$ cat config.mk
export PLATFORM = sky130hd
export DESIGN_NAME = aqc_top
export DESIGN_NICKNAME = d
export VERILOG_FILES = /design/src/aqc_pkg.sv /design/src/aqc_core_if.sv /design/src/aqc_timer.sv /design/src/aqc_conv.sv /design/src/aqc_top.sv
export SDC_FILE = /design/constraint.sdc
export NUM_CORES = 1
export LEC_CHECK = 0
export BUFFER_PORTS_ARGS = -buffer_cell sky130_fd_sc_hd__buf_4
export CAP_MARGIN = 20
export CORE_MARGIN = 2
export CORE_UTILIZATION = 35
export CTS_BUF_LIST = sky130_fd_sc_hd__clkbuf_16
export CTS_CLUSTER_SIZE = 12
export DETAILED_ROUTE_END_ITERATION = 8
export PLACE_DENSITY = 0.62
export SYNTH_ARGS = -nofsm -noshare
export SYNTH_HDL_FRONTEND = slang
export SYNTH_SLANG_ARGS = --single-unit
$ cat constraint.sdc
create_clock -name sys_clk -period 4 [get_ports sys_clk]
set_input_delay 0.2 -clock sys_clk [delete_from_list [all_inputs] [get_ports sys_clk]]
set_output_delay 0.2 -clock sys_clk [all_outputs]
set_load 0.05 [all_outputs]
$ cat src/aqc_pkg.sv
// package: register map, field layout and timing constants of the acquisition control block
// Overview of operation
// control register at 0x18 is write-only; a channel write switches the mux at once
// control bit 3 set selects external trigger; internal sources are then ignored
// control bit 2 picks timer pacer (1) or software trigger (0) when internal
// control bit 1 enables interrupt-driven transfer of converted data
// control bit 0 enables bus-master transfer of converted data
// software never enables interrupt and bus-master transfer together
// auto-scan off: every conversion uses the programmed channel only
// auto-scan on: channel steps down to 0, then wraps to programmed channel
// control bits 8..5 hold the channel number in plain binary, 0 to 15
// software uses channels 0..15 single-ended, 0..5 differential
// control bits 12..9 select bipolar ranges, codes 1000 and 0000..0011
// same field codes 0100..0111 select the unipolar ranges
// status read at 0x18 shows data-ready in bit 0
// status bit 1 flags overrun, meaningful only for bus-master transfer
// any write to 0x20 gives one trigger pulse that starts a conversion
// 16 digital inputs read and 16 outputs written in low half of 0x1C
// timer counters at 0x0, 0x4, 0x8 read/write; control byte at 0xC write-only
// two timer counters cascade into the pacer; the third is for the user
// reading the low byte of the data register clears data-ready
// external mode starts a conversion on each rising trigger edge
// interrupt mode raises a request when converted data are ready
// data word carries the 12-bit sample and the 4-bit source channel
// after reset the control word is zero
// overrun sets when a sample lands before the last was taken; restart clears
package aqc_pkg;
    // register offsets
    localparam logic [7:0] OFS_CNT0 = 8'h00;
    localparam logic [7:0] OFS_CNT1 = 8'h04;
    localparam logic [7:0] OFS_CNT2 = 8'h08;
    localparam logic [7:0] OFS_TCTL = 8'h0C;
    localparam logic [7:0] OFS_DATA = 8'h10;
    localparam logic [7:0] OFS_CTRL = 8'h18;
    localparam logic [7:0] OFS_DIO = 8'h1C;
    localparam logic [7:0] OFS_STRG = 8'h20;
    // control word fields
    localparam int B_DMA = 0;
    localparam int B_IRQ = 1;
    localparam int B_KIND = 2;
    localparam int B_EXT = 3;
    localparam int B_SCAN = 4;
    localparam int CH_LO = 5;
    localparam int CH_HI = 8;
    localparam int RG_LO = 9;
    localparam int RG_HI = 12;
    localparam int CTRL_W = 13;
    localparam logic [12:0] CTRL_RST = 13'h0000;
    // status and data word fields
    localparam int ST_RDY = 0;
    localparam int ST_OVR = 1;
    localparam int DAT_SMP_LO = 4;
    localparam int SMP_W = 12;
    localparam int DIO_W = 16;
    // timer: counter count, width and base tick rate
    localparam int TMR_N = 3;
    localparam int TMR_W = 16;
    localparam int SYS_CLK_HZ = 40_000_000;
    localparam int TMR_CLK_HZ = 2_000_000;
    localparam int TMR_DIV = SYS_CLK_HZ / TMR_CLK_HZ;
    localparam int TSEL_LO = 6;
endpackage

$ cat src/aqc_core_if.sv
// interface: signals between the top level and its timer and converter sequencer
`timescale 1ns/1ps
`default_nettype none
interface aqc_core_if;
    import aqc_pkg::*;
    logic tmr_wr;
    logic [1:0] tmr_sel;
    logic [TMR_W-1:0] tmr_wdata;
    logic tctl_wr;
    logic [TMR_N-1:0][TMR_W-1:0] tmr_cnt;
    logic pacer_p;
    logic tmr2_out;
    logic cnv_trig;
    logic cnv_restart;
    logic cnv_scan;
    logic [3:0] cnv_ch;
    logic eoc_s;
    logic [SMP_W-1:0] adc_q;
    logic smp_vld;
    logic [15:0] smp_word;
    logic [3:0] mux_ch;
    logic adc_start;
    logic busy;
    modport top (output tmr_wr, tmr_sel, tmr_wdata, tctl_wr, cnv_trig, cnv_restart,
        cnv_scan, cnv_ch, eoc_s, adc_q, input tmr_cnt, pacer_p, tmr2_out, smp_vld,
        smp_word, mux_ch, adc_start, busy);
    modport tmr (input tmr_wr, tmr_sel, tmr_wdata, tctl_wr, output tmr_cnt, pacer_p,
        tmr2_out);
    modport cnv (input cnv_trig, cnv_restart, cnv_scan, cnv_ch, eoc_s, adc_q,
        output smp_vld, smp_word, mux_ch, adc_start, busy);
endinterface
`default_nettype wire

$ cat src/aqc_timer.sv
// three down-counters; counters 0 and 1 cascade into the conversion pacer
`timescale 1ns/1ps
`default_nettype none
module aqc_timer
    import aqc_pkg::*;
(
    // clock and reset
    input wire logic sys_clk,
    input wire logic rst_n,
    // link to the top level
    aqc_core_if.tmr cif
);
    typedef struct packed {
        logic [4:0] div;
        logic [TMR_N-1:0][TMR_W-1:0] cnt;
        logic [TMR_N-1:0][TMR_W-1:0] rld;
        logic [TMR_N-1:0] out;
    } aqc_tmr_st_t;
    aqc_tmr_st_t st_r, st_nxt;
    logic tick;
    logic [TMR_N-1:0] step;
    logic [TMR_N-1:0] tc;

    // base tick enable from the system clock divider
    assign tick = (st_r.div == 5'(TMR_DIV - 1));
    // counter 1 steps on counter 0 terminal count: the cascade
    assign step = {tick, tc[0], tick};
    for (genvar i = 0; i < TMR_N; i++) begin : g_tc
        assign tc[i] = step[i] && (st_r.cnt[i] <= 16'h0001);
    end
    assign cif.pacer_p = tc[1];
    assign cif.tmr_cnt = st_r.cnt;
    assign cif.tmr2_out = st_r.out[2];

    // reload on terminal count; a count of zero ends at the next step, like a count of one
    always_comb begin
        st_nxt = st_r;
        st_nxt.div = tick ? 5'h00 : st_r.div + 5'h01;
        for (int i = 0; i < TMR_N; i++) begin
            if (tc[i]) begin
                st_nxt.cnt[i] = st_r.rld[i];
                st_nxt.out[i] = ~st_r.out[i];
            end else if (step[i]) begin
                st_nxt.cnt[i] = st_r.cnt[i] - 16'h0001;
            end
        end
        if (cif.tmr_wr) begin
            st_nxt.rld[cif.tmr_sel] = cif.tmr_wdata;
            st_nxt.cnt[cif.tmr_sel] = cif.tmr_wdata;
        end
        if (cif.tctl_wr && cif.tmr_sel != 2'h3) begin // select 3 names no counter
            st_nxt.cnt[cif.tmr_sel] = st_r.rld[cif.tmr_sel]; // restart one counter
        end
    end

    always_ff @(posedge sys_clk) begin
        if (!rst_n) begin
            st_r <= '0;
        end else begin
            st_r <= st_nxt;
        end
    end
endmodule
`default_nettype wire

$ cat src/aqc_conv.sv
// conversion sequencer: start pulse, end-of-conversion capture and auto-scan stepping
`timescale 1ns/1ps
`default_nettype none
module aqc_conv
    import aqc_pkg::*;
(
    // clock and reset
    input wire logic sys_clk,
    input wire logic rst_n,
    // link to the top level
    aqc_core_if.cnv cif
);
    typedef enum logic [2:0] {
        CV_IDLE = 3'b001,
        CV_START = 3'b010,
        CV_WAIT = 3'b100
    } aqc_cv_t;
    typedef struct packed {
        aqc_cv_t state;
        logic [3:0] cur_ch;
        logic eoc_d;
        logic vld;
        logic [15:0] word;
    } aqc_cv_st_t;
    aqc_cv_st_t st_r, st_nxt;
    logic eoc_rise;

    assign eoc_rise = cif.eoc_s && !st_r.eoc_d;
    assign cif.adc_start = (st_r.state == CV_START);
    assign cif.busy = (st_r.state != CV_IDLE);
    assign cif.mux_ch = st_r.cur_ch;
    assign cif.smp_vld = st_r.vld;
    assign cif.smp_word = st_r.word;

    // triggers while busy are dropped; a control write aborts and reloads the channel
    always_comb begin
        st_nxt = st_r;
        st_nxt.eoc_d = cif.eoc_s;
        st_nxt.vld = 1'b0;
        case (st_r.state)
            CV_IDLE: begin
                if (cif.cnv_trig) begin
                    st_nxt.state = CV_START;
                end
            end
            CV_START: st_nxt.state = CV_WAIT;
            CV_WAIT: begin
                if (eoc_rise) begin
                    st_nxt.state = CV_IDLE;
                    st_nxt.vld = 1'b1;
                    st_nxt.word = {cif.adc_q, st_r.cur_ch};
                    if (!cif.cnv_scan) begin
                        st_nxt.cur_ch = cif.cnv_ch;
                    end else if (st_r.cur_ch == 4'h0) begin
                        st_nxt.cur_ch = cif.cnv_ch;
                    end else begin
                        st_nxt.cur_ch = st_r.cur_ch - 4'h1;
                    end
                end
            end
            default: st_nxt.state = CV_IDLE;
        endcase
        if (cif.cnv_restart) begin
            st_nxt.state = CV_IDLE;
            st_nxt.cur_ch = cif.cnv_ch;
        end
    end

    always_ff @(posedge sys_clk) begin
        if (!rst_n) begin
            st_r <= '{state: CV_IDLE, default: '0};
        end else begin
            st_r <= st_nxt;
        end
    end
endmodule
`default_nettype wire

$ cat src/aqc_top.sv
// acquisition control: i/o register port, trigger selection, status flags and digital i/o
`timescale 1ns/1ps
`default_nettype none
module aqc_top
    import aqc_pkg::*;
(
    // clock and reset
    input wire logic sys_clk,
    input wire logic rst_n,
    // target i/o register port
    input wire logic [7:0] io_addr,
    input wire logic [3:0] io_be,
    input wire logic io_wr,
    input wire logic io_rd,
    input wire logic [31:0] io_wdata,
    output logic [31:0] io_rdata,
    // converter and front end
    output logic adc_start,
    output logic [3:0] adc_mux_ch,
    output logic [3:0] adc_range,
    output logic adc_unipolar,
    input wire logic adc_eoc,
    input wire logic [SMP_W-1:0] adc_data,
    input wire logic external_trigger_input,
    // transfer paths
    output logic irq,
    output logic dma_req,
    input wire logic dma_ack,
    // digital i/o and user counter
    input wire logic [DIO_W-1:0] dig_in,
    output logic [DIO_W-1:0] dig_out,
    output logic tmr2_out
);
    typedef struct packed {
        logic [CTRL_W-1:0] ctrl;
        logic [DIO_W-1:0] dout;
        logic [15:0] data;
        logic sample_ready_flag;
        logic sample_overrun_flag;
        logic smp_pend;
        logic [31:0] rdata;
        logic [2:0] ext_s;
        logic [1:0] eoc_s;
        logic [SMP_W-1:0] adq_s1;
        logic [SMP_W-1:0] adq_s2;
        logic [DIO_W-1:0] di_s1;
        logic [DIO_W-1:0] di_s2;
    } aqc_top_st_t;
    aqc_top_st_t st_r, st_nxt;
    aqc_core_if cif ();

    logic ext_int_trigger_select;
    logic pacer_or_soft_trigger_select;
    logic irq_transfer_enable;
    logic busmaster_transfer_enable;
    logic auto_scan;
    logic [3:0] channel_select_field;
    logic range_code_msb;
    logic ctrl_wr;
    logic soft_wr;
    logic data_lo_rd;
    logic ext_rise;
    logic [31:0] rd_mux;

    // control word fields
    assign ext_int_trigger_select = st_r.ctrl[B_EXT];
    assign pacer_or_soft_trigger_select = st_r.ctrl[B_KIND];
    assign irq_transfer_enable = st_r.ctrl[B_IRQ];
    assign busmaster_transfer_enable = st_r.ctrl[B_DMA];
    assign auto_scan = st_r.ctrl[B_SCAN];
    assign channel_select_field = st_r.ctrl[CH_HI:CH_LO];
    assign range_code_msb = st_r.ctrl[RG_HI];

    // address decode of the write and read strobes
    assign ctrl_wr = io_wr && (io_addr == OFS_CTRL);
    assign soft_wr = io_wr && (io_addr == OFS_STRG);
    assign data_lo_rd = io_rd && (io_addr == OFS_DATA) && io_be[0];
    // edge seen on the second and third synchroniser stages only
    assign ext_rise = st_r.ext_s[1] && !st_r.ext_s[2];

    // timer access shares the low four words of the map
    assign cif.tmr_wr = io_wr && (io_addr == OFS_CNT0 || io_addr == OFS_CNT1 ||
        io_addr == OFS_CNT2);
    assign cif.tmr_sel = cif.tctl_wr ? io_wdata[TSEL_LO+1:TSEL_LO] : io_addr[3:2];
    assign cif.tmr_wdata = io_wdata[TMR_W-1:0];
    assign cif.tctl_wr = io_wr && (io_addr == OFS_TCTL);

    // trigger source select: external edge masks both internal sources
    always_comb begin
        if (ext_int_trigger_select) begin
            cif.cnv_trig = ext_rise;
        end else if (pacer_or_soft_trigger_select) begin
            cif.cnv_trig = cif.pacer_p;
        end else begin
            cif.cnv_trig = soft_wr;
        end
    end
    assign cif.cnv_restart = ctrl_wr;
    assign cif.cnv_scan = auto_scan;
    // a control write hands its new channel over in the same cycle, so the mux moves at once
    assign cif.cnv_ch = ctrl_wr ? io_wdata[CH_HI:CH_LO] : channel_select_field;
    assign cif.eoc_s = st_r.eoc_s[1];
    assign cif.adc_q = st_r.adq_s2;

    aqc_timer u_timer (
        .sys_clk(sys_clk),
        .rst_n(rst_n),
        .cif(cif)
    );

    aqc_conv u_conv (
        .sys_clk(sys_clk),
        .rst_n(rst_n),
        .cif(cif)
    );

    // read multiplexer; unmapped and write-only offsets read as zero
    always_comb begin
        case (io_addr)
            OFS_CNT0: rd_mux = {16'h0000, cif.tmr_cnt[0]};
            OFS_CNT1: rd_mux = {16'h0000, cif.tmr_cnt[1]};
            OFS_CNT2: rd_mux = {16'h0000, cif.tmr_cnt[2]};
            OFS_DATA: rd_mux = {16'h0000, st_r.data};
            OFS_CTRL: rd_mux = {30'h00000000, st_r.sample_overrun_flag,
                st_r.sample_ready_flag};
            OFS_DIO: rd_mux = {16'h0000, st_r.di_s2};
            default: rd_mux = 32'h00000000;
        endcase
    end

    // next state: register writes, flag set/clear, synchronisers
    always_comb begin
        st_nxt = st_r;
        st_nxt.ext_s = {st_r.ext_s[1:0], external_trigger_input};
        st_nxt.eoc_s = {st_r.eoc_s[0], adc_eoc};
        st_nxt.adq_s1 = adc_data;
        st_nxt.adq_s2 = st_r.adq_s1;
        st_nxt.di_s1 = dig_in;
        st_nxt.di_s2 = st_r.di_s1;
        if (io_rd) begin
            st_nxt.rdata = rd_mux;
        end
        if (ctrl_wr) begin
            st_nxt.ctrl = io_wdata[CTRL_W-1:0];
        end
        if (io_wr && (io_addr == OFS_DIO)) begin
            st_nxt.dout = io_wdata[DIO_W-1:0];
        end
        if (cif.smp_vld) begin
            st_nxt.data = cif.smp_word;
        end
        // ready drops while converting and once consumed; a new sample wins
        if (cif.adc_start || data_lo_rd || dma_ack) begin
            st_nxt.sample_ready_flag = 1'b0;
        end
        // pending survives a new start, so an untaken sample is still known at the next end
        if (data_lo_rd || dma_ack || ctrl_wr) begin
            st_nxt.smp_pend = 1'b0;
        end
        if (cif.smp_vld) begin
            st_nxt.sample_ready_flag = 1'b1;
            st_nxt.smp_pend = 1'b1;
        end
        // overrun holds until the acquisition is reprogrammed
        if (ctrl_wr) begin
            st_nxt.sample_overrun_flag = 1'b0;
        end
        if (cif.smp_vld && st_r.smp_pend && !dma_ack &&
            busmaster_transfer_enable) begin
            st_nxt.sample_overrun_flag = 1'b1;
        end
    end

    always_ff @(posedge sys_clk) begin
        if (!rst_n) begin
            st_r <= '{ctrl: CTRL_RST, default: '0};
        end else begin
            st_r <= st_nxt;
        end
    end

    // outputs; only one transfer enable is expected to be set at a time
    assign io_rdata = st_r.rdata;
    assign adc_start = cif.adc_start;
    assign adc_mux_ch = cif.mux_ch;
    assign adc_range = st_r.ctrl[RG_HI:RG_LO];
    assign adc_unipolar = !range_code_msb && st_r.ctrl[RG_LO+2];
    assign irq = st_r.sample_ready_flag && irq_transfer_enable;
    assign dma_req = st_r.sample_ready_flag && busmaster_transfer_enable;
    assign dig_out = st_r.dout;
    assign tmr2_out = cif.tmr2_out;
endmodule
`default_nettype wire

==> results.env <==
OUTCOME='finished with violations'
VIOLATIONS_IN_THE_FINAL_REPORTS='DRC'
CTS-BUFFERS-INSERTED=28
SYNTH_TOP_FLOP_CELL='sky130_fd_sc_hd__dfxtp_1'
GRT.MET3_USAGE_PCT=4.05
FIRST_GLOBAL_VIAS=9291
FLOORPLAN_CORE_AREA_UM2=31800
FINAL_CELL_COUNT_WITHOUT_FILLERS=1887
MULTIINPUTGATEAREA_UM2=5550
YOSYS_REGISTER_BITS=252
POST_CTS_RESIZE_COUNT=0
TIGHTEST_SLEW_NS=1.10
STD_CELL_ROWS=65
GRT_REMAINING_OVERFLOW=0
CLOCKBUFFERDEPTH=3
FINAL_NET_COUNT=1519
GP_CONGESTION=0.884
INTERNAL_POWER_mW=3.98
WL_PER_CELL_UM=18.5
ANTENNADIODECOUNT=0
CLK_PIN_SLEW_NS=0.06
GROUTE.USAGE.OVERALL_PCT=20.3
REPORT.FINAL.SLEW_VIOL_COUNT=0
FINAL_WIRELENGTH_MM=34.9
HOLD_CLASS='primary input to flop'
FINALHOLDVIOLCOUNT=0
POST-PLACE-CELLS=1789
POWER.LEAKAGE_nW=5.04
PWR_DENSITY_CELL_nW_PER_UM2=387
REMAINING_DRC_ERRORS=11
SYN-MEAN-INSTANCE-AREA_UM2=8.32
ANTENNA_FOUND_INITIAL=0
FIRSTDRTPASSITERS=9
POST-SYNTH-TOP-COUNT-CELL='sky130_fd_sc_hd__dfxtp_1'
BUFFER_PORTS.INSERTED=104
GRT_PASS1_WL_MM=53.7
DETAIL_ROUTE.ITER0.VIOLATIONS=996
MAX_FREQ_MHz=334
POSTSYNTHCELLCOUNT=1366
SETUP_VIOLATIONS=0
CAP_VIOL_MAX_COUNT=0
WORST-ENDPOINT-REQUIRED_NS=4.36
POST-SYNTH-TOP-AREA-CELL='sky130_fd_sc_hd__dfxtp_1'
INITIAL_UTILIZATION_PCT=35.8
MAXSLEWHEADROOM_PCT=26.7
GRT_UTIL_MET1_PCT=29.5
POST-ROUTE-PERIOD-UTIL_PCT=74.8
FP.DIEAREA_UM2=33900
DIE-WIDTH_UM=184
FINALCRITICALPERIOD_NS=2.99
CRITICAL_PATH_ARRIVAL_NS=3.36
PIN_COUNT_OF_THE_BIGGEST_NET_ENTERING_GLOBAL_ROUTING=99
DETAILEDPLACEMENTHPWL_MM=23.7
FINCLKSKEW_NS=0.0450
SYNTHTOPCELLSBYCOUNT='sky130_fd_sc_hd__dfxtp_1, sky130_fd_sc_hd__nand2_1, sky130_fd_sc_hd__a21oi_1, sky130_fd_sc_hd__clkbuf_1, sky130_fd_sc_hd__and2_1'
CRIT_PATH_MAX_FANOUT=22
USE_MET2_PCT=29.7
POWER_SWITCHING_SHARE_PCT=23.4
TOTAL_NUMBER_OF_CLOCK_TREE_SINKS=252
SYNTHDOMINANTCELLAREASHARE_PCT=44.4
CLOCKROOTBUFFER='sky130_fd_sc_hd__clkbuf_16'
STORAGE_CELL_AREA_UM2=5040
SYNTHTOLAYOUTAREAGROWTH_PCT=18.3
CRITPATHLAUNCHTYPE='flop'
POWER.CLOCK.FRACTION_PCT=45.5
ASYNCSETRESETFLOPFRACSYNTH_PCT=0
SYNTH_AREA_UM2=11400
RSZ0062_AT_GRT='false'
CRITPATHKIND='flop to flop'
CHIPHEIGHT_UM=184
SYNTH_EDF_COUNT=0
DRT-VIAS-PER-INSTANCE=5.38
CTS_HTREE_LEVELS=1
WORST_SKEW_PAIR.LATE_LATENCY_NS=0.57
VIA_COUNT=10200
NETLIST_TOP_CELLS_AREA='sky130_fd_sc_hd__dfxtp_1, sky130_fd_sc_hd__nand2_1, sky130_fd_sc_hd__a21oi_1, sky130_fd_sc_hd__and2_1, sky130_fd_sc_hd__buf_4'
BUSIEST_LAYER='met2'
POWER.COMBINATIONAL.FRACTION_PCT=5.3
TRITONCTS='done'
POSTROUTEANTENNANETS=0
IO-PIN-COUNT=140
LAYOUT-DRIVE-GT1-SHARE_PCT=12.5
LAYOUT.FILLER_CELLS=3153
P_SWITCHING_mW=1.22
POWER_FRAC_SEQ_PCT=49.1
TNS_NS=0
POST_SYNTH_NUM_CELL_TYPES=73
WORST_IR_DROP_VDD_mV=0.331
CRITICAL_PATH.ENDPOINT_TYPE='flop'
YS_SEQ_AREA_SHARE_PCT=44.4
SYNTH_WARN=0
-- repair_timing --
item,CTS,global route
hold endpoints to repair,88,0
buffers inserted,0,0
hold buffers,47,0
-- power by group through the flow --
stage          logic, mW  clock network [mW]  registers [mW]
2_1_floorplan      0.150                   0            2.61
3_3_place_gp       0.239                   0            2.61
3_5_place_dp       0.240                   0            2.61
4_1_cts            0.278                2.42            2.56
5_1_grt            0.300                2.52            2.56
6_report           0.278                2.37            2.56
-- critical path: stages (launching register included) --
cell and delay (ns):
sky130_fd_sc_hd__dfxtp_1 0.35, sky130_fd_sc_hd__ha_1 0.26, sky130_fd_sc_hd__and4bb_2 0.67, sky130_fd_sc_hd__nand4_1 0.38, sky130_fd_sc_hd__nor2_1 0.46, sky130_fd_sc_hd__buf_4 0.29
sky130_fd_sc_hd__nand2_1 0.13, sky130_fd_sc_hd__a21oi_1 0.15, sky130_fd_sc_hd__o32ai_1 0.09
-- worst paths after layout --
path	cells after the start	slack (ns)	to	startpoint
worst max-delay path	8	1.01	u_timer.cif.tmr_cnt[22]$_SDFF_PN0_	u_timer.st_r[99]$_SDFF_PP0_
worst min-delay path	3	0.02	flop	io_wdata[6]
worst max register to register	8	1.01	u_timer.cif.tmr_cnt[22]$_SDFF_PN0_	u_timer.st_r[99]$_SDFF_PP0_
worst min register to register	1	0.43	st_r[9]$_SDFF_PN0_	st_nxt[9]$_SDFF_PN0_
-- through the flow --
step	total power, mW	setup WS [ns]	hold WS (ns)	area [um2]	utilization [%]
floorplan	2.76	1.49	0.301	11400	-
global placement	2.85	1.13	0.408	12100	38.1
detailed placement	2.85	1.09	0.410	12100	38.1
CTS	5.25	1.03	0.000129	13400	42.3
global route	5.38	0.766	0.0193	13500	42.3
finish	5.20	1.01	0.0246	13500	42.3
-- placed cells by master, fill, tap and decap left out, types with 9 or more instances in the layout --
cell type,netlist,final
sky130_fd_sc_hd__a21o_1,15,15
sky130_fd_sc_hd__inv_1,15,22
sky130_fd_sc_hd__buf_4,56,122
sky130_fd_sc_hd__dfxtp_1,252,252
sky130_fd_sc_hd__a21oi_1,143,143
sky130_fd_sc_hd__xor2_1,17,17
sky130_fd_sc_hd__a221oi_1,11,11
sky130_fd_sc_hd__a211oi_1,10,10
sky130_fd_sc_hd__a222oi_1,18,18
sky130_fd_sc_hd__clkbuf_16,0,28
sky130_fd_sc_hd__conb_1,1,16
sky130_fd_sc_hd__nor3_1,31,30
sky130_fd_sc_hd__dlygate4sd3_1,0,47
sky130_fd_sc_hd__nor4_1,10,10
sky130_fd_sc_hd__a31oi_1,26,26
sky130_fd_sc_hd__nand2_1,245,245
sky130_fd_sc_hd__mux2i_1,19,19
sky130_fd_sc_hd__nor2_1,65,65
sky130_fd_sc_hd__xnor2_1,11,11
sky130_fd_sc_hd__a311oi_1,9,9
sky130_fd_sc_hd__o21a_1,10,10
sky130_fd_sc_hd__and2_1,68,68
sky130_fd_sc_hd__nand4_1,11,11
sky130_fd_sc_hd__nand3_1,18,18
sky130_fd_sc_hd__o211ai_1,12,12
sky130_fd_sc_hd__o21ai_0,49,49
sky130_fd_sc_hd__a22oi_1,19,19
-- cell families (layout without fill, tap and decap cells) --
family,after synthesis,in the layout,share of synthesized area [%]
other,1,16,0.0330
DFF,252,252,44.4
AOI/OAI and AO/OA,374,374,21.1
xor gates and xnor gates,28,28,2.16
buffers and inverters,165,236,7.43
adders and majority gates,8,8,0.880
muxes,21,21,1.87
and+or+nand+nor,517,517,22.1
-- per-layer routing --
metal  share of wire [%]  vias up
met5                   0        -
met2                  41      448
met4                 3.5        0
li1                    -     4910
met3                 9.1       63
met1                  46     4738
-- layout make-up --
type,count,share of cell area [%]
multi-input cells,964,41.3
flip-flops and latches,252,37.5
repair buffers,170,10.4
clock buffers,28,5.21
well taps,435,4.05
clock inverters,22,1.10
inverters,16,0.465
No activity file was read; power rests on OpenSTA's default activity.
